[config.mk]
export PLATFORM = sky130hd
export DESIGN_NAME = vicc_core
export DESIGN_NICKNAME = d
export VERILOG_FILES = /design/src/shared/vicc_pkg.sv /design/src/logic/vicc_fifo.sv /design/src/logic/vicc_core.sv
export SDC_FILE = /design/constraint.sdc
export NUM_CORES = 1
export LEC_CHECK = 0
export ABC_CLOCK_PERIOD_IN_PS = 2700
export BUFFER_PORTS_ARGS = -buffer_cell sky130_fd_sc_hd__buf_2
export CAP_MARGIN = 20
export CORE_MARGIN = 2
export CORE_UTILIZATION = 55
export DETAILED_ROUTE_END_ITERATION = 6
export PLACE_DENSITY = 0.82
export RECOVER_POWER = 100
export REMOVE_ABC_BUFFERS = 1
export SETUP_SLACK_MARGIN = 0.02
export SYNTH_ARGS = -nofsm -noshare
export SYNTH_HDL_FRONTEND = slang
export SYNTH_SLANG_ARGS = --single-unit
[constraint.sdc]
create_clock -name mclk -period 2.7 [get_ports mclk]
set_input_delay 0.405 -clock mclk [delete_from_list [all_inputs] [get_ports mclk]]
set_output_delay 0.405 -clock mclk [all_outputs]
set_load 0.005 [all_outputs]
[src/shared/vicc_pkg.sv]
// Constants for the video input clamp and sync control block.
// Assumes a single mclk domain; plain-port configuration, no bus.
package vicc_pkg;
    // Configuration bit positions, kept for firmware reference
    localparam int CFG_MODE_ADDR = 8'h10;
    localparam int MODE_COMPONENT_BIT = 4;
    localparam int MODE_DC_COUPLE_BIT = 3;
    localparam int DECIM_ADDR = 8'h28;
    localparam int DECIM_BIT = 0;
    localparam int CLAMP_START_LO_ADDR = 8'h24;
    localparam int CLAMP_START_HI_ADDR = 8'h25;
    localparam int CLAMP_WIDTH_ADDR = 8'h26;
    localparam int COAST_CLAMP_ADDR = 8'h60;
    localparam int COAST_CLAMP_BIT = 2;
    localparam int SOG_THRESH_ADDR = 8'h30;
    localparam int SOG_FILTER_ADDR = 8'h31;
    localparam int MASK_DIS_ADDR = 8'h7A;
    localparam int MASK_DIS_BIT = 4;
    localparam int LOOP_GAIN_ADDR = 8'h74;
    // Values
    localparam logic [7:0] MIDSCALE = 8'h80;
    localparam logic [7:0] BLACK_CODE = 8'h00;
    localparam logic [7:0] LOOP_GAIN_DEFAULT = 8'h49;
    localparam logic [7:0] LOOP_GAIN_TAPE = 8'h4C;
    localparam logic [15:0] TRI_LEVEL_MIN_START = 16'h0030;
    localparam int SOG_THRESH_W = 4;
    localparam int FIFO_DEPTH = 16;
    localparam int PIX_W = 8;
    localparam int LANES_W = 3 * PIX_W;
    // Tri-level detect: green below this code counts as a low sync tip
    localparam logic [7:0] TRI_LOW_CODE = 8'h10;
    localparam logic [7:0] TRI_HIGH_CODE = 8'hC0;
    // Copy-protection detect: more than this many extra sync pulses in one frame
    localparam logic [3:0] CP_PULSE_LIMIT = 4'h2;
    // Activity: a source is active if it toggled within this many clocks
    localparam logic [15:0] ACT_WINDOW = 16'hFFFF;

    typedef enum logic [1:0] {
        VICC_SRC_SEPARATE = 2'b00,
        VICC_SRC_COMPOSITE = 2'b01,
        VICC_SRC_SOG = 2'b10
    } vicc_src_t;

    typedef enum logic [1:0] {
        VICC_CL_IDLE = 2'b00,
        VICC_CL_DELAY = 2'b01,
        VICC_CL_ON = 2'b10
    } vicc_clamp_t;
endpackage

[src/logic/vicc_fifo.sv]
// Synchronous FIFO for pixel words.
// Assumes one clock, asynchronous active-low reset.
`timescale 1ns/1ps
module vicc_fifo #(
    parameter int WIDTH = 24,
    parameter int DEPTH = 16
) (
    input wire logic mclk,
    input wire logic arst_n,
    input wire logic in_valid,
    output logic in_ready,
    input wire logic [WIDTH-1:0] in_data,
    output logic out_valid,
    input wire logic out_ready,
    output logic [WIDTH-1:0] out_data
);
    localparam int AW = $clog2(DEPTH);
    logic [WIDTH-1:0] mem [DEPTH];
    logic [AW-1:0] wptr;
    logic [AW-1:0] rptr;
    logic [AW:0] count;
    logic push;
    logic pop;

    assign push = in_valid && in_ready;
    assign pop = out_valid && out_ready;
    assign in_ready = (count != AW'(0) + (AW+1)'(DEPTH)) ? 1'b1 : 1'b0;
    assign out_valid = (count != '0);
    assign out_data = mem[rptr];

    always_ff @(posedge mclk) begin
        if (push) begin
            mem[wptr] <= in_data;
        end
    end

    always_ff @(posedge mclk or negedge arst_n) begin
        if (!arst_n) begin
            wptr <= '0;
            rptr <= '0;
            count <= '0;
        end else begin
            if (push) begin
                wptr <= (wptr == AW'(DEPTH - 1)) ? '0 : wptr + 1'b1;
            end
            if (pop) begin
                rptr <= (rptr == AW'(DEPTH - 1)) ? '0 : rptr + 1'b1;
            end
            count <= count + (AW+1)'(push) - (AW+1)'(pop);
        end
    end
endmodule

[src/logic/vicc_core.sv]
// Assumes pixel-rate samples and sync on mclk; pins pass a 3-stage sync.
`timescale 1ns/1ps
module vicc_core #(
    parameter int START_W = 16,
    parameter int WIDTH_W = 8
) (
    input wire logic mclk,
    input wire logic arst_n,
    input wire logic mode_component,
    input wire logic mode_dc_couple,
    input wire logic decimate,
    input wire logic clamp_in_coast,
    input wire logic sync_mask_disable,
    input wire logic [START_W-1:0] clamp_start,
    input wire logic [WIDTH_W-1:0] clamp_width,
    input wire logic [vicc_pkg::SOG_THRESH_W-1:0] sync_on_green_thresh,
    input wire logic sync_on_green_hyst,
    input wire logic sync_on_green_lpf,
    input wire logic [1:0] sync_source,
    input wire logic [7:0] loop_gain,
    input wire logic line_sync_pin,
    input wire logic frame_sync_pin,
    input wire logic sync_on_green_pin,
    input wire logic pixel_phase_loop_coast,
    input wire logic pix_valid,
    input wire logic [vicc_pkg::PIX_W-1:0] pix_red,
    input wire logic [vicc_pkg::PIX_W-1:0] pix_green,
    input wire logic [vicc_pkg::PIX_W-1:0] pix_blue,
    output logic pix_in_ready,
    output logic out_valid,
    input wire logic out_ready,
    output logic [vicc_pkg::PIX_W-1:0] out_red,
    output logic [vicc_pkg::PIX_W-1:0] out_green,
    output logic [vicc_pkg::PIX_W-1:0] out_blue,
    output logic [vicc_pkg::PIX_W-1:0] black_red,
    output logic [vicc_pkg::PIX_W-1:0] black_blue,
    output logic dc_restore_clamp,
    output logic black_avg_start,
    output logic loop_sync,
    output logic line_sync_out,
    output logic [vicc_pkg::SOG_THRESH_W-1:0] slicer_thresh,
    output logic slicer_hyst,
    output logic slicer_lpf,
    output logic [7:0] loop_gain_out,
    output logic act_line,
    output logic act_frame,
    output logic act_sync_on_green,
    output logic tri_level_seen,
    output logic copy_protect_seen
);
    import vicc_pkg::*;

    // Pin synchronisers: three stages, change taken when 2 and 3 agree
    logic [2:0] ls_sh;
    logic [2:0] fs_sh;
    logic [2:0] sg_sh;
    logic ls_f;
    logic fs_f;
    logic sg_f;

    always_ff @(posedge mclk or negedge arst_n) begin
        if (!arst_n) begin
            ls_sh <= 3'h0;
            fs_sh <= 3'h0;
            sg_sh <= 3'h0;
        end else begin
            ls_sh <= {ls_sh[1:0], line_sync_pin};
            fs_sh <= {fs_sh[1:0], frame_sync_pin};
            sg_sh <= {sg_sh[1:0], sync_on_green_pin};
        end
    end

    always_ff @(posedge mclk or negedge arst_n) begin
        if (!arst_n) begin
            ls_f <= 1'b0;
            fs_f <= 1'b0;
            sg_f <= 1'b0;
        end else begin
            if (ls_sh[1] == ls_sh[2]) ls_f <= ls_sh[2];
            if (fs_sh[1] == fs_sh[2]) fs_f <= fs_sh[2];
            if (sg_sh[1] == sg_sh[2]) sg_f <= sg_sh[2];
        end
    end

    // Chosen sync source and its trailing edge (active high pulse)
    logic sel_sync;
    logic sel_sync_d;
    logic trail;
    logic sg_f_d;
    logic ls_f_d;
    logic fs_f_d;

    always_comb begin
        unique case (vicc_src_t'(sync_source))
            VICC_SRC_SOG: sel_sync = sg_f;
            default: sel_sync = ls_f;
        endcase
    end

    always_ff @(posedge mclk or negedge arst_n) begin
        if (!arst_n) begin
            sel_sync_d <= 1'b0;
            sg_f_d <= 1'b0;
            ls_f_d <= 1'b0;
            fs_f_d <= 1'b0;
        end else begin
            sel_sync_d <= sel_sync;
            sg_f_d <= sg_f;
            ls_f_d <= ls_f;
            fs_f_d <= fs_f;
        end
    end
    assign trail = sel_sync_d && !sel_sync;

    // Activity detect per source
    logic [15:0] act_cnt_l;
    logic [15:0] act_cnt_f;
    logic [15:0] act_cnt_s;

    function automatic logic [15:0] act_next(input logic [15:0] c,
                                             input logic edge_seen);
        if (edge_seen) return 16'h0000;
        if (c != ACT_WINDOW) return c + 16'h0001;
        return c;
    endfunction

    always_ff @(posedge mclk or negedge arst_n) begin
        if (!arst_n) begin
            act_cnt_l <= ACT_WINDOW;
            act_cnt_f <= ACT_WINDOW;
            act_cnt_s <= ACT_WINDOW;
            act_line <= 1'b0;
            act_frame <= 1'b0;
            act_sync_on_green <= 1'b0;
        end else begin
            act_cnt_l <= act_next(act_cnt_l, ls_f != ls_f_d);
            act_cnt_f <= act_next(act_cnt_f, fs_f != fs_f_d);
            act_cnt_s <= act_next(act_cnt_s, sg_f != sg_f_d);
            act_line <= (act_cnt_l != ACT_WINDOW);
            act_frame <= (act_cnt_f != ACT_WINDOW);
            act_sync_on_green <= (act_cnt_s != ACT_WINDOW);
        end
    end

    // Copy-protection detect: extra sync pulses within one frame
    logic [3:0] cp_pulses;
    logic cp_mask;
    logic green_lead;
    assign green_lead = sg_f && !sg_f_d;

    always_ff @(posedge mclk or negedge arst_n) begin
        if (!arst_n) begin
            cp_pulses <= 4'h0;
            cp_mask <= 1'b1;
            copy_protect_seen <= 1'b0;
        end else begin
            if (fs_f && !fs_f_d) begin
                copy_protect_seen <= (cp_pulses > CP_PULSE_LIMIT);
                cp_pulses <= 4'h0;
            end else if (green_lead && pixel_phase_loop_coast
                         && cp_pulses != 4'hF) begin
                cp_pulses <= cp_pulses + 4'h1;
            end
            // Mask drops pulses while the loop coasts once copy protection was seen
            cp_mask <= !(copy_protect_seen && pixel_phase_loop_coast);
        end
    end

    always_ff @(posedge mclk or negedge arst_n) begin
        if (!arst_n) begin
            loop_sync <= 1'b0;
            line_sync_out <= 1'b0;
        end else begin
            loop_sync <= (sync_source == VICC_SRC_SOG) ? (sg_f & cp_mask)
                                                        : ls_f;
            line_sync_out <= sync_mask_disable ? sel_sync
                                               : (sel_sync & cp_mask);
        end
    end

    // Slicer and loop-gain settings pass to the analog side
    always_ff @(posedge mclk or negedge arst_n) begin
        if (!arst_n) begin
            slicer_thresh <= '0;
            slicer_hyst <= 1'b0;
            slicer_lpf <= 1'b0;
            loop_gain_out <= LOOP_GAIN_DEFAULT;
        end else begin
            slicer_thresh <= sync_on_green_thresh;
            slicer_hyst <= sync_on_green_hyst;
            slicer_lpf <= sync_on_green_lpf;
            loop_gain_out <= loop_gain;
        end
    end

    // Clamp timing; settings latched at trailing edge
    vicc_clamp_t cl_state;
    logic [WIDTH_W-1:0] width_lat;
    logic [START_W-1:0] cl_cnt;
    logic line_coasted;

    always_ff @(posedge mclk or negedge arst_n) begin
        if (!arst_n) begin
            width_lat <= '0;
        end else if (trail && cl_state != VICC_CL_ON) begin
            width_lat <= clamp_width;
        end
    end

    always_ff @(posedge mclk or negedge arst_n) begin
        if (!arst_n) begin
            line_coasted <= 1'b0;
        end else if (trail) begin
            line_coasted <= pixel_phase_loop_coast;
        end else if (pixel_phase_loop_coast) begin
            line_coasted <= 1'b1;
        end
    end

    always_ff @(posedge mclk or negedge arst_n) begin
        if (!arst_n) begin
            cl_state <= VICC_CL_IDLE;
            cl_cnt <= '0;
            dc_restore_clamp <= 1'b0;
            black_avg_start <= 1'b0;
        end else begin
            black_avg_start <= 1'b0;
            unique case (cl_state)
                VICC_CL_IDLE: begin
                    if (trail) begin
                        cl_state <= VICC_CL_DELAY;
                        cl_cnt <= clamp_start;
                    end
                end
                VICC_CL_DELAY: begin
                    if (pix_valid) begin
                        if (cl_cnt <= START_W'(1)) begin
                            black_avg_start <= 1'b1;
                            if (!mode_dc_couple && width_lat != '0
                                && !(line_coasted && !clamp_in_coast)) begin
                                cl_state <= VICC_CL_ON;
                                dc_restore_clamp <= 1'b1;
                                cl_cnt <= START_W'(width_lat);
                            end else begin
                                cl_state <= VICC_CL_IDLE;
                            end
                        end else begin
                            cl_cnt <= cl_cnt - START_W'(1);
                        end
                    end
                end
                VICC_CL_ON: begin
                    if (pix_valid) begin
                        if (cl_cnt == START_W'(1)) begin
                            cl_state <= VICC_CL_IDLE;
                            dc_restore_clamp <= 1'b0;
                        end else begin
                            cl_cnt <= cl_cnt - START_W'(1);
                        end
                    end
                end
                default: cl_state <= VICC_CL_IDLE;
            endcase
        end
    end

    // Tri-level detect on green samples while sync is asserted
    logic saw_low;
    always_ff @(posedge mclk or negedge arst_n) begin
        if (!arst_n) begin
            saw_low <= 1'b0;
            tri_level_seen <= 1'b0;
        end else if (trail) begin
            saw_low <= 1'b0;
        end else if (pix_valid && sel_sync) begin
            if (pix_green < TRI_LOW_CODE) saw_low <= 1'b1;
            if (saw_low && pix_green > TRI_HIGH_CODE) tri_level_seen <= 1'b1;
        end
    end

    // Black level codes per mode
    always_ff @(posedge mclk or negedge arst_n) begin
        if (!arst_n) begin
            black_red <= BLACK_CODE;
            black_blue <= BLACK_CODE;
        end else begin
            black_red <= mode_component ? MIDSCALE : BLACK_CODE;
            black_blue <= mode_component ? MIDSCALE : BLACK_CODE;
        end
    end

    // Lane mapping into the FIFO; no colour math on purpose
    logic phase_odd;
    logic [PIX_W-1:0] u_hold;
    logic [LANES_W-1:0] map_word;
    logic push_ok;

    always_ff @(posedge mclk or negedge arst_n) begin
        if (!arst_n) begin
            phase_odd <= 1'b0;
            u_hold <= '0;
        end else if (trail) begin
            phase_odd <= 1'b0;
        end else if (pix_valid && push_ok) begin
            phase_odd <= !phase_odd;
            if (!phase_odd) u_hold <= pix_red;
        end
    end

    always_comb begin
        if (decimate) begin
            // Red gets V of even pixel, then U of same even pixel
            map_word = {phase_odd ? u_hold : pix_blue, pix_green,
                        BLACK_CODE};
        end else begin
            map_word = {pix_red, pix_green, pix_blue};
        end
    end

    logic [LANES_W-1:0] fifo_out;
    logic fifo_valid;

    vicc_fifo #(.WIDTH(LANES_W), .DEPTH(FIFO_DEPTH)) u_fifo (
        .mclk(mclk),
        .arst_n(arst_n),
        .in_valid(pix_valid),
        .in_ready(push_ok),
        .in_data(map_word),
        .out_valid(fifo_valid),
        .out_ready(!out_valid || out_ready),
        .out_data(fifo_out)
    );

    always_ff @(posedge mclk or negedge arst_n) begin
        if (!arst_n) begin
            out_valid <= 1'b0;
            out_red <= '0;
            out_green <= '0;
            out_blue <= '0;
            pix_in_ready <= 1'b0;
        end else begin
            pix_in_ready <= push_ok;
            if (!out_valid || out_ready) begin
                out_valid <= fifo_valid;
                {out_red, out_green, out_blue} <= fifo_out;
            end
        end
    end

    clamp_width_a: assert property (@(posedge mclk) disable iff (!arst_n)
        $rose(dc_restore_clamp) && width_lat == 8'h01 && pix_valid
        |=> !dc_restore_clamp)
        else $error("clamp longer than one pixel");
    dc_no_clamp_a: assert property (@(posedge mclk) disable iff (!arst_n)
        mode_dc_couple && $stable(mode_dc_couple) |=> !$rose(dc_restore_clamp))
        else $error("clamp in dc mode");
    coast_block_a: assert property (@(posedge mclk) disable iff (!arst_n)
        cl_state == VICC_CL_DELAY && line_coasted && !clamp_in_coast
        |=> !$rose(dc_restore_clamp))
        else $error("clamp while coasting");
    midscale_a: assert property (@(posedge mclk) disable iff (!arst_n)
        mode_component |=> black_red == MIDSCALE && black_blue == MIDSCALE)
        else $error("midscale missing");
    rgb_black_a: assert property (@(posedge mclk) disable iff (!arst_n)
        !mode_component |=> black_red == BLACK_CODE)
        else $error("rgb black wrong");
    blue_low_a: assert property (@(posedge mclk) disable iff (!arst_n)
        decimate && pix_valid |-> map_word[PIX_W-1:0] == BLACK_CODE)
        else $error("blue not low");
    lane_map_a: assert property (@(posedge mclk) disable iff (!arst_n)
        !decimate |-> map_word == {pix_red, pix_green, pix_blue})
        else $error("lane mismatch");
    mask_pass_a: assert property (@(posedge mclk) disable iff (!arst_n)
        sync_mask_disable |=> line_sync_out == $past(sel_sync))
        else $error("mask not bypassed");
    sog_mask_a: assert property (@(posedge mclk) disable iff (!arst_n)
        sync_source == VICC_SRC_SOG && !cp_mask |=> !loop_sync)
        else $error("masked sync reached loop");
    avg_start_a: assert property (@(posedge mclk) disable iff (!arst_n)
        $rose(dc_restore_clamp) |-> black_avg_start)
        else $error("averaging not with clamp");
endmodule

# --- Word level (Yosys, flattened, before mapping) ---
# Memories as Yosys holds them, arrays and structs flattened. A register that Yosys moved wholly into a read port is not among the register bits.
# Index checks and enable logic that the tools add are counted.
word_totals:
  reg_bits: 152
  word_cells: 193
  n_memories: 1
  inputBits: 77
  ram_bits: 384
memory_table:
  columns: ["memory", "depth", "word_bits", "rd", "rd_ports_with_merged_regs", "wr", "line", "text"]
  rows:
  - ["u_fifo.mem", 16, 24, 1, 1, 1, "vicc_fifo.sv:18", "logic [WIDTH-1:0] mem [DEPTH];"]
op_classes:
  n_bitwise: 4
  eq_ne: 26
  n_lt_le_gt_ge: 4
  muxes: 64
  reduce_logical: 44
  addsub: 9
op_table:
  columns: ["operator", "n"]
  rows:
  - ["$mux W16", 18]
  - ["$add A16 B1 Y16 const B", 3]
  - ["$ne A16 B16 Y1 const B", 3]
  - ["$pmux W16 S3", 1]
  - ["$mux W1", 30]
  - ["$mux W24", 1]
  - ["$reduce_bool A2 Y1", 9]
  - ["$eq A16 B1 Y1 const B", 1]
  - ["$le A16 B1 Y1 const B", 1]
  - ["$mux W4", 4]
  - ["$mux W8", 2]
  - ["$ne A2 B2 Y1 const B", 8]
  - ["$sub A16 B1 Y16 const B", 1]
  - ["$logic_and A1 B1 Y1", 14]
  - ["$add A4 B1 Y4 const B", 3]
  - ["$mux W2", 6]
  - ["$reduce_and A6 Y1", 2]
  - ["$logic_not A1 Y1", 10]
  - ["$eq A4 B4 Y1 const B", 2]
  - ["$gt A8 B8 Y1 const B", 1]
  - ["$lt A8 B5 Y1 const B", 1]
  - ["$reduce_bool A8 Y1", 1]
  - ["$pmux W2 S3", 1]
  - ["$reduce_and A3 Y1", 2]
  - ["other kinds (19)", 26]

# --- Depth between registers and ports, before layout ---
# Gate-level depths: netlist of the first run.
depth:
  ltp_word: 8
  ltp_mapped: 14

# --- By module ---
# A second synthesis of the first run with hierarchy kept.
hier_totals:
  cells_unflattened: 1464
  area_unflattened_um2: 22885.7
by_module_without_submodules:
  columns: ["mod", "cells_per_inst", "instances", "seq_area_each_um2", "area_per_inst_um2"]
  rows:
  - ["vicc_fifo", 785, 1, 11856.4, 15592.5]
  - ["vicc_core", 679, 1, 3968.8, 7293.2]

# --- Worst setup path before layout of the first run ---
# No wires, ideal clock.
synth_path:
  path_kind: "flip-flop to flip-flop"
  start: "reg u_fifo.count[3]"
  end: "reg u_fifo.count[4]"
  setup_ps: 125
  arrival_ps: 2341
  stages_incl_launch_ff: 15
  required_time_ps: 2575
  slack_ps: 234
  cell_sequence: "dfrtp_1 -> inv_1 -> ha_1 -> nor4b_1 -> nor2_1 -> ha_1 -> inv_1 -> ha_1 -> inv_1 -> fa_1 -> inv_1 -> a21oi_1 -> nor2_1 -> nor2_1 -> xnor2_1"
synth_between:
  word_cells_on_any_way: 7
synth_lines:
  columns: ["item", "line", "text"]
  rows:
  - ["start: declaration", "vicc_fifo.sv:21", "logic [AW:0] count;"]
  - ["start signal: assignment", "vicc_fifo.sv:49", "count <= count + (AW+1)'(push) - (AW+1)'(pop);"]
  - ["$reduce_bool A5 Y1", "vicc_fifo.sv:28", "assign out_valid = (count != '0);"]
  - ["$logic_and A1 B1 Y1", "vicc_fifo.sv:26", "assign pop = out_valid && out_ready;"]
  - ["net u_fifo.pop", "vicc_fifo.sv:23", "logic pop;"]
  - ["$sub A5 B1 Y5", "vicc_fifo.sv:49", null]
# The timed path passes the listed nets, and every way through them passes these cells.
# A chain may end at the register's enable or synchronous reset.

==> run summary, run 1 <==
DRT
-----------------------------------------------------------------------------------------
Post-detailed-routing wire length ..........................................     50100 um
Routed Antenna Nets ........................................................            0
Number of search-and-repair iterations in the first detailed-routing pass ..            7
Post-detailed-route DRC marker count .......................................            0
Number of DRC violations after detailed-routing iteration 0 ................         1266
Post-DR wirelength/cell ....................................................      22.7 um
Total via count after detailed routing .....................................        13.5k
Avg Vias per Cell ..........................................................         6.09

WORST HOLD PATH
-----------------------------------------------------------------------------------------
Hold Path Class ............................................................ primary input to flip-flop

LOGIC SYNTHESIS
-----------------------------------------------------------------------------------------
Share of the synthesized area in the top cell type .........................        51.1%
Number of warnings issued by yosys .........................................            0
Post-synthesis sequential area ratio .......................................        70.1%
Proportion of register bits with asynchronous set or reset after synthesis .        30.6%
Average cell area after synthesis ..........................................   15.8 sq um
Number of standard cells after synthesis ...................................         1425
Combined area of all synthesized cells .....................................  22600 sq um
Synth Register Bits ........................................................          553
Prevailing post-synth register cell ........................................ sky130_fd_sc_hd__edfxtp_1
Synth cell types ...........................................................           66
Count of flip-flops with a built-in enable after synthesis .................          384
Main area contributors after synthesis ..................................... sky130_fd_sc_hd__edfxtp_1 51%, sky130_fd_sc_hd__dfrtp_1 13%, sky130_fd_sc_hd__mux4_2 7.2%, sky130_fd_sc_hd__dfstp_2 6.1%, sky130_fd_sc_hd__mux2i_1 2.8%
Area leader, netlist ....................................................... sky130_fd_sc_hd__edfxtp_1

LAYOUT
-----------------------------------------------------------------------------------------
Number of antenna repair diodes ............................................            0
Net count of the finished layout ...........................................         1735
Utilization of the core after routing ......................................        64.2%
Most common library cell in the layout ignoring fill and taps .............. sky130_fd_sc_hd__edfxtp_1
Number of filler cells placed in the layout ................................         2793
Highest-count cells in the layout ignoring fill and taps ................... 384 x sky130_fd_sc_hd__edfxtp_1, 116 x sky130_fd_sc_hd__dfrtp_1, 92 x sky130_fd_sc_hd__nor2_1, 92 x sky130_fd_sc_hd__nand2_1, 81 x sky130_fd_sc_hd__clkbuf_1
Fraction of layout instances using a drive strength above 1 ................        22.5%
Layout Cell Area excl Fill .................................................  26100 sq um
Area Growth Syn to Fin .....................................................        15.7%

STA
-----------------------------------------------------------------------------------------
Final setup skew ...........................................................      12.0 ps
Worst-case hold slack ......................................................      36.1 ps
Max-Slew Margin vs Limit ...................................................        21.6%
Setup violators final ......................................................            0
Fmax .......................................................................      396 MHz
Unrepaired setup endpoints after global routing ............................          yes
Endpoints failing hold .....................................................            0
Final critical-path setup slack ............................................       174 ps
Slew at the pin with the worst max-slew slack ..............................      1180 ps
Max-slew violation total from the final report .............................            0
Tmin final .................................................................      2530 ps
Share of the clock period used by the worst path after layout ..............        93.6%

GLOBAL ROUTE
-----------------------------------------------------------------------------------------
Global-route congestion overflow total .....................................            0
Vias in the first global route .............................................        13.7k
Largest net degree at the start of global routing ..........................           77
Wire length of the first global-routing pass ...............................     77400 um
GRT Overall Usage ..........................................................        24.1%
Antenna violations before repair ...........................................            2

CRITICAL PATH
-----------------------------------------------------------------------------------------
Series of cell instances along the critical path ........................... nand2b_1 -> clkbuf_2 -> o221ai_1 -> o21ai_0 -> nand2_1 -> o221ai_1 -> o21ai_0
Kind of launch point of the worst setup path ...............................    flip-flop
Worst path max stage delay .................................................       450 ps
Internal reg-to-reg setup slack ............................................       170 ps
Type of element capturing the critical path ................................    flip-flop
Required time worst endpoint ...............................................      3200 ps
Arr. time, crit path .......................................................      3030 ps
Crit path max fanout .......................................................           15
Crit path kind ............................................................. flip-flop to flip-flop
Cell with the biggest individual delay on the critical path ................ sky130_fd_sc_hd__dfrtp_1

POWER AND IR DROP
-----------------------------------------------------------------------------------------
Peak supply drop ...........................................................     0.634 mV
Final total power ..........................................................      26.8 mW
Static leakage .............................................................      9.49 nW
Pwr dens ................................................................... 1030 nW/um^2

DIE
-----------------------------------------------------------------------------------------
Boundary pin count .........................................................          142
Width of the die ...........................................................       207 um
Height of the chip .........................................................       207 um
Total number of placement rows .............................................           74
Core Box Area ..............................................................  40600 sq um
Starting Density ...........................................................        55.5%
Die area ...................................................................  42700 sq um

PLACEMENT
-----------------------------------------------------------------------------------------
Routability congestion estimate ............................................        0.816
Input/output buffers .......................................................          127
Placed cell area ...........................................................  24100 sq um
Post-DP HPWL ...............................................................     29700 um
DP Worst Slack .............................................................      51.9 ps

STATUS
-----------------------------------------------------------------------------------------
Status .....................................................................    completed

CLOCK NETWORK
-----------------------------------------------------------------------------------------
Clock tree from TritonCTS ..................................................        built
Clock Sink Count ...........................................................          553
Root Buffer ................................................................ sky130_fd_sc_hd__clkbuf_16
Clk Latency, worst-skew pair ...............................................       600 ps
Clock slew at the register clock pins of the worst setup and hold paths ....        60 ps
Number of H-tree levels ....................................................            2
Clk buf depth ..............................................................            3
Num CTS Buffers ............................................................           54
Buffer count from post-CTS setup fixing ....................................            0

FLOW RUN
-----------------------------------------------------------------------------------------
Max Cap Viol ...............................................................            0

## routing by layer
layer	wire length (um)	global-route usage [%]	up-vias
li1	-	-	5863
met1	19500	31.2	6863
met2	25300	40.9	622
met3	3770	4.57	106
met4	1540	8.62	2
met5	13	0	-
## per-stage QoR
step | instances | TNS (ps)
3_5_place_dp | 2083 | 0
2_1_floorplan | 1362 | -85560
5_1_grt | 2211 | -5.81
6_report | 2211 | 0
4_1_cts | 2205 | 0
3_3_place_gp | 2083 | 0
## critical path: cells and delay by family, from the launching register on
family	cells	cell delay (ps)
compound gates	4	990
buf+inv	1	430
flops	1	450
simple gates	2	550
## sequential cells by signal (all words and copies together) (netlist names), 5 cells and up
name	flops
out_green	8
u_hold	8
width_lat	8
out_red	8
cl_cnt	16
u_fifo.mem	384
u_fifo.count	5
act_cnt_l	16
loop_gain_out	8
act_cnt_s	16
out_blue	8
act_cnt_f	16
## cell usage after synthesis (22+ instances only)
library cell               count
sky130_fd_sc_hd__nand2_1      92
sky130_fd_sc_hd__o21ai_0      60
sky130_fd_sc_hd__nor2_1       92
sky130_fd_sc_hd__mux2i_1      64
sky130_fd_sc_hd__a21oi_1      32
sky130_fd_sc_hd__dfrtp_1     117
sky130_fd_sc_hd__inv_1        37
sky130_fd_sc_hd__and2_1       22
sky130_fd_sc_hd__ha_1         24
sky130_fd_sc_hd__o221ai_1     48
sky130_fd_sc_hd__xor2_1       27
sky130_fd_sc_hd__mux4_2       72
sky130_fd_sc_hd__nand3_1      32
sky130_fd_sc_hd__edfxtp_1    384
sky130_fd_sc_hd__clkbuf_1     40
sky130_fd_sc_hd__dfstp_2      52
## final timing paths
path | cells past startpoint | endpoint | start
hold reg to reg | 0 | fs_sh[1] | fs_sh[0]
hold / removal | 2 | width_lat[4] | clamp_width[4]
min in group asynchronous | 2 | out_green[2] | arst_n
max in group asynchronous | 3 | sg_sh[1] | arst_n
setup / recovery | 7 | out_blue[3] | u_fifo.rptr[1]
setup reg to reg | 7 | out_blue[3] | u_fifo.rptr[1]
## area by class of cell
class	instances	area [sq um]	area share (%)
Sequential cell	553	15800	60.7
Multi-Input combinational cell	770	6290	24.1
Clock buffer	79	1610	6.17
Timing Repair Buffer	215	1230	4.71
Tap cell	532	666	2.55
Clock inverter	23	323	1.24
Inverter	39	146	0.561
## cells by family after synthesis
family | count (synthesis) | synth area share (%)
mux | 156 | 11.0
flops | 553 | 70.1
xor+xnor | 45 | 1.75
buf+inv | 115 | 2.32
simple gates | 321 | 6.88
other cells | 1 | 0.0166
fa+ha+maj | 28 | 1.55
compound gates | 206 | 6.32
## timing repair
action,CTS,global route
hold buffers,20,0
gates resized for setup,0,4
setup endpoints to repair,0,2
hold endpoints to repair,60,0
## where the power goes
part	switching (mW)	internal, mW
sequential	0.757	10.5
combinational	4.38	3.19
clock	3.22	4.82
total	8.35	18.5
No activity file was read; power rests on OpenSTA's default activity.
==> run 2: changes to the inputs <==
--- a/config.mk
+++ b/config.mk
@@ -10,6 +10,7 @@
 export CAP_MARGIN = 20
 export CORE_MARGIN = 2
 export CORE_UTILIZATION = 55
+export CTS_BUF_LIST = sky130_fd_sc_hd__clkbuf_4 sky130_fd_sc_hd__clkbuf_8
 export DETAILED_ROUTE_END_ITERATION = 6
 export PLACE_DENSITY = 0.82
 export RECOVER_POWER = 100
==> run 2 against run 1 <==
Against the previous run: design area rose by 0.22%; maximum frequency rose by 0.41%; sequential share of layout area fell by 0.13 points; non-clock buffer count rose by 13; critical path depth fell by 4; total power fell by 2.7%; worst hold slack improved by 22 ps; worst setup slack improved by 10 ps; first-iteration DRC count fell by 18%; critical path type unchanged; critical endpoint is now u_fifo.mem[15][16]; largest power group unchanged; highest routed layer unchanged.
==> run summary, run 2 (same netlist as run 1, synthesis figures left out) <==
STATUS
----------------------------------------------------------------------------------------
Status ....................................................................    completed   unchanged

LAYOUT
----------------------------------------------------------------------------------------
Number of antenna repair diodes ...........................................            0   unchanged
Flip-flop count of the largest register after layout ......................          384   unchanged
Most common library cell in the layout ignoring fill and taps ............. sky130_fd_sc_hd__edfxtp_1   unchanged
Number of filler cells placed in the layout ...............................         2760   was 2793
Area Growth Syn to Fin ....................................................        15.9%   was 15.7%
Net count of the finished layout ..........................................         1782   was 1735
Number of standard cells in the final layout excluding fillers ............         2283   was 2211
Highest-count cells in the layout ignoring fill and taps .................. 384 x sky130_fd_sc_hd__edfxtp_1, 115 x sky130_fd_sc_hd__dfrtp_1, 103 x sky130_fd_sc_hd__clkbuf_8   was 384 x sky130_fd_sc_hd__edfxtp_1, 116 x sky130_fd_sc_hd__dfrtp_1, 92 x sky130_fd_sc_hd__nor2_1, 92 x sky130_fd_sc_hd__nand2_1, 81 x sky130_fd_sc_hd__clkbuf_1
Fraction of layout instances using a drive strength above 1 ...............        24.7%   was 22.5%
Layout Cell Area excl Fill ................................................  26200 sq um   was 26100 sq um
Largest Register ..........................................................   u_fifo.mem   unchanged

POWER AND IR DROP
----------------------------------------------------------------------------------------
Static leakage ............................................................      9.59 nW   was 9.49 nW
Pwr dens ..................................................................  998 nW/um^2   was 1030 nW/um^2
Cell-internal power .......................................................      17.8 mW   was 18.5 mW
Power share of the combinational group ....................................        28.6%   was 28.2%
Peak supply drop ..........................................................     0.806 mV   was 0.634 mV
Share of power burned in registers ........................................        42.9%   was 41.8%
Clock share of power ......................................................        28.4%   was 30.0%
Final total power .........................................................      26.1 mW   was 26.8 mW
Switching power ...........................................................      8.26 mW   was 8.35 mW
Sw Share ..................................................................        31.6%   was 31.1%

GLOBAL ROUTE
----------------------------------------------------------------------------------------
GRT Overall Usage .........................................................        23.6%   was 24.1%
Grt met1 use ..............................................................        30.3%   was 31.2%
GR met2 Demand/Resource ...................................................        40.3%   was 40.9%
Met3 Resource Use GR ......................................................        5.24%   was 4.57%
Wire length of the first global-routing pass ..............................     76200 um   was 77400 um
Largest net degree at the start of global routing .........................           77   unchanged
Global-route congestion overflow total ....................................            0   unchanged
Busiest layer in global routing ...........................................         met2   unchanged
Vias in the first global route ............................................        13.9k   was 13.7k
Antenna violations before repair ..........................................            1   was 2

PLACEMENT
----------------------------------------------------------------------------------------
Routability congestion estimate ...........................................        0.816   unchanged
Post-DP HPWL ..............................................................     29700 um   unchanged
Placed cell area ..........................................................  24100 sq um   unchanged
Placed Cells ..............................................................         2083   unchanged
DP Worst Slack ............................................................      51.9 ps   unchanged
Input/output buffers ......................................................          127   unchanged

CRITICAL PATH
----------------------------------------------------------------------------------------
Kind of launch point of the worst setup path ..............................    flip-flop   unchanged
Buf/Inv on CP .............................................................            1   unchanged
Series of cell instances along the critical path .......................... clkbuf_1 -> mux2i_1 -> a21oi_1   was nand2b_1 -> clkbuf_2 -> o221ai_1 -> o21ai_0 -> nand2_1 -> o221ai_1 -> o21ai_0
Crit path max fanout ......................................................           16   was 15
Required time worst endpoint ..............................................      2990 ps   was 3200 ps
Launching instance or port of the critical path ...........................    phase_odd   was u_fifo.rptr[1]
Cell with the biggest individual delay on the critical path ............... sky130_fd_sc_hd__a21oi_1   was sky130_fd_sc_hd__dfrtp_1
Delay-heaviest family, CP ................................................. compound AO/OA/AOI/OAI gates   unchanged
Arr. time, crit path ......................................................      2810 ps   was 3030 ps
Crit path kind ............................................................ flip-flop to flip-flop   unchanged
Critical R2R Launch .......................................................    phase_odd   was u_fifo.rptr[1]
Worst path max stage delay ................................................       900 ps   was 450 ps
Type of element capturing the critical path ...............................    flip-flop   unchanged

DIE
----------------------------------------------------------------------------------------
Height of the chip ........................................................       207 um   unchanged
Starting Density ..........................................................        55.5%   unchanged
Width of the die ..........................................................       207 um   unchanged
Die area ..................................................................  42700 sq um   unchanged
Boundary pin count ........................................................          142   unchanged
Total number of placement rows ............................................           74   unchanged
Core Box Area .............................................................  40600 sq um   unchanged

STA
----------------------------------------------------------------------------------------
Final setup skew ..........................................................      26.7 ps   was 12.0 ps
Tmin final ................................................................      2520 ps   was 2530 ps
Unrepaired setup endpoints after global routing ...........................           no   was yes
Max-slew violation total from the final report ............................            0   unchanged
Slew at the pin with the worst max-slew slack .............................      1200 ps   was 1180 ps
Max-Slew Margin vs Limit ..................................................        19.9%   was 21.6%
Endpoints failing hold ....................................................            0   unchanged
Accumulated negative setup slack ..........................................         0 ps   unchanged
Final critical-path setup slack ...........................................       184 ps   was 174 ps
Fmax ......................................................................      398 MHz   was 396 MHz
Share of the clock period used by the worst path after layout .............        93.2%   was 93.6%
Setup violators final .....................................................            0   unchanged

DRT
----------------------------------------------------------------------------------------
Number of search-and-repair iterations in the first detailed-routing pass .            7   unchanged
Post-detailed-route DRC marker count ......................................            0   unchanged
Post-DR wirelength/cell ...................................................      21.5 um   was 22.7 um
Routed Antenna Nets .......................................................            0   unchanged
Number of DRC violations after detailed-routing iteration 0 ...............         1043   was 1266
Post-detailed-routing wire length .........................................     49000 um   was 50100 um
Avg Vias per Cell .........................................................         5.82   was 6.09
Total via count after detailed routing ....................................        13.3k   was 13.5k

FLOW RUN
----------------------------------------------------------------------------------------
Max Cap Viol ..............................................................            0   unchanged

WORST HOLD PATH
----------------------------------------------------------------------------------------
Hold Path Class ........................................................... primary input to flip-flop   unchanged
Worst hold start ..........................................................   pix_red[4]   was clamp_width[4]

CLOCK NETWORK
----------------------------------------------------------------------------------------
Clk Latency, worst-skew pair ..............................................       660 ps   was 600 ps
Buffer count from post-CTS setup fixing ...................................            0   unchanged
Num CTS Buffers ...........................................................           88   was 54
Clock tree from TritonCTS .................................................        built   unchanged
Clk buf depth .............................................................            3   unchanged
Clock slew at the register clock pins of the worst setup and hold paths ...        60 ps   about the same
Number of H-tree levels ...................................................            3   was 2
Root Buffer ............................................................... sky130_fd_sc_hd__clkbuf_8   was sky130_fd_sc_hd__clkbuf_16
Clock Sink Count ..........................................................          553   unchanged

==> run 2: per-layer routing <==
metal / part of all wire [%] / vias up
met5: 0.022 / -
met4: 2.4 / 2
met3: 7.1 / 99
met2: 51 / 521
met1: 40 / 6689
li1: - / 5969
==> run 2: worst reg2reg max path, cell delays in order (launching register included) <==
cell and delay, ps:
sky130_fd_sc_hd__dfrtp_1 320, sky130_fd_sc_hd__clkbuf_1 720, sky130_fd_sc_hd__mux2i_1 220, sky130_fd_sc_hd__a21oi_1 900
==> run 2: power groups by stage <==
stage          clock (mW)  combinational [mW]  sequential [mW]
6_report             7.42                7.48             11.2
4_1_cts              7.54                7.67             11.2
3_5_place_dp            0                7.61             11.3
2_1_floorplan           0                4.38             11.6
3_3_place_gp            0                7.32             11.2
5_1_grt              7.93                8.16             11.3
==> run 2: final cells by class <==
cell class / count / area, sq um / share of cell area (%)
clock buffer: 135 / 1650 / 6.31
clock inverter: 26 / 211 / 0.808
inverter: 39 / 146 / 0.560
multi-input combinational: 770 / 6280 / 24.0
sequential: 553 / 15800 / 60.5
tap: 532 / 666 / 2.55
timing repair buffer: 228 / 1360 / 5.21
==> run 2: per-stage QoR <==
stage               util (%)  hold slack [ps]
floorplan                  -              109
global placement        59.3              333
detailed placement      59.3              335
CTS                     64.8             6.42
global route            64.3             43.5
finish                  64.3             58.1
==> run 2: worst paths after layout <==
check,end,slack [ps],cells after the start
max in group asynchronous,fs_sh[2],730,3
max,u_fifo.mem[15][16],180,3
max reg2reg,u_fifo.mem[15][16],180,3
min,u_hold[4],60,2
min in group asynchronous,out_green[2],350,2
min reg2reg,ls_sh[1],350,0
==> run 2: repair_timing <==
action                                 4_1_cts  5_1_grt
setup endpoints to repair                    0        2
hold buffers                                35        0
gates resized for setup                      0        4
endpoints found under the hold margin       76        0
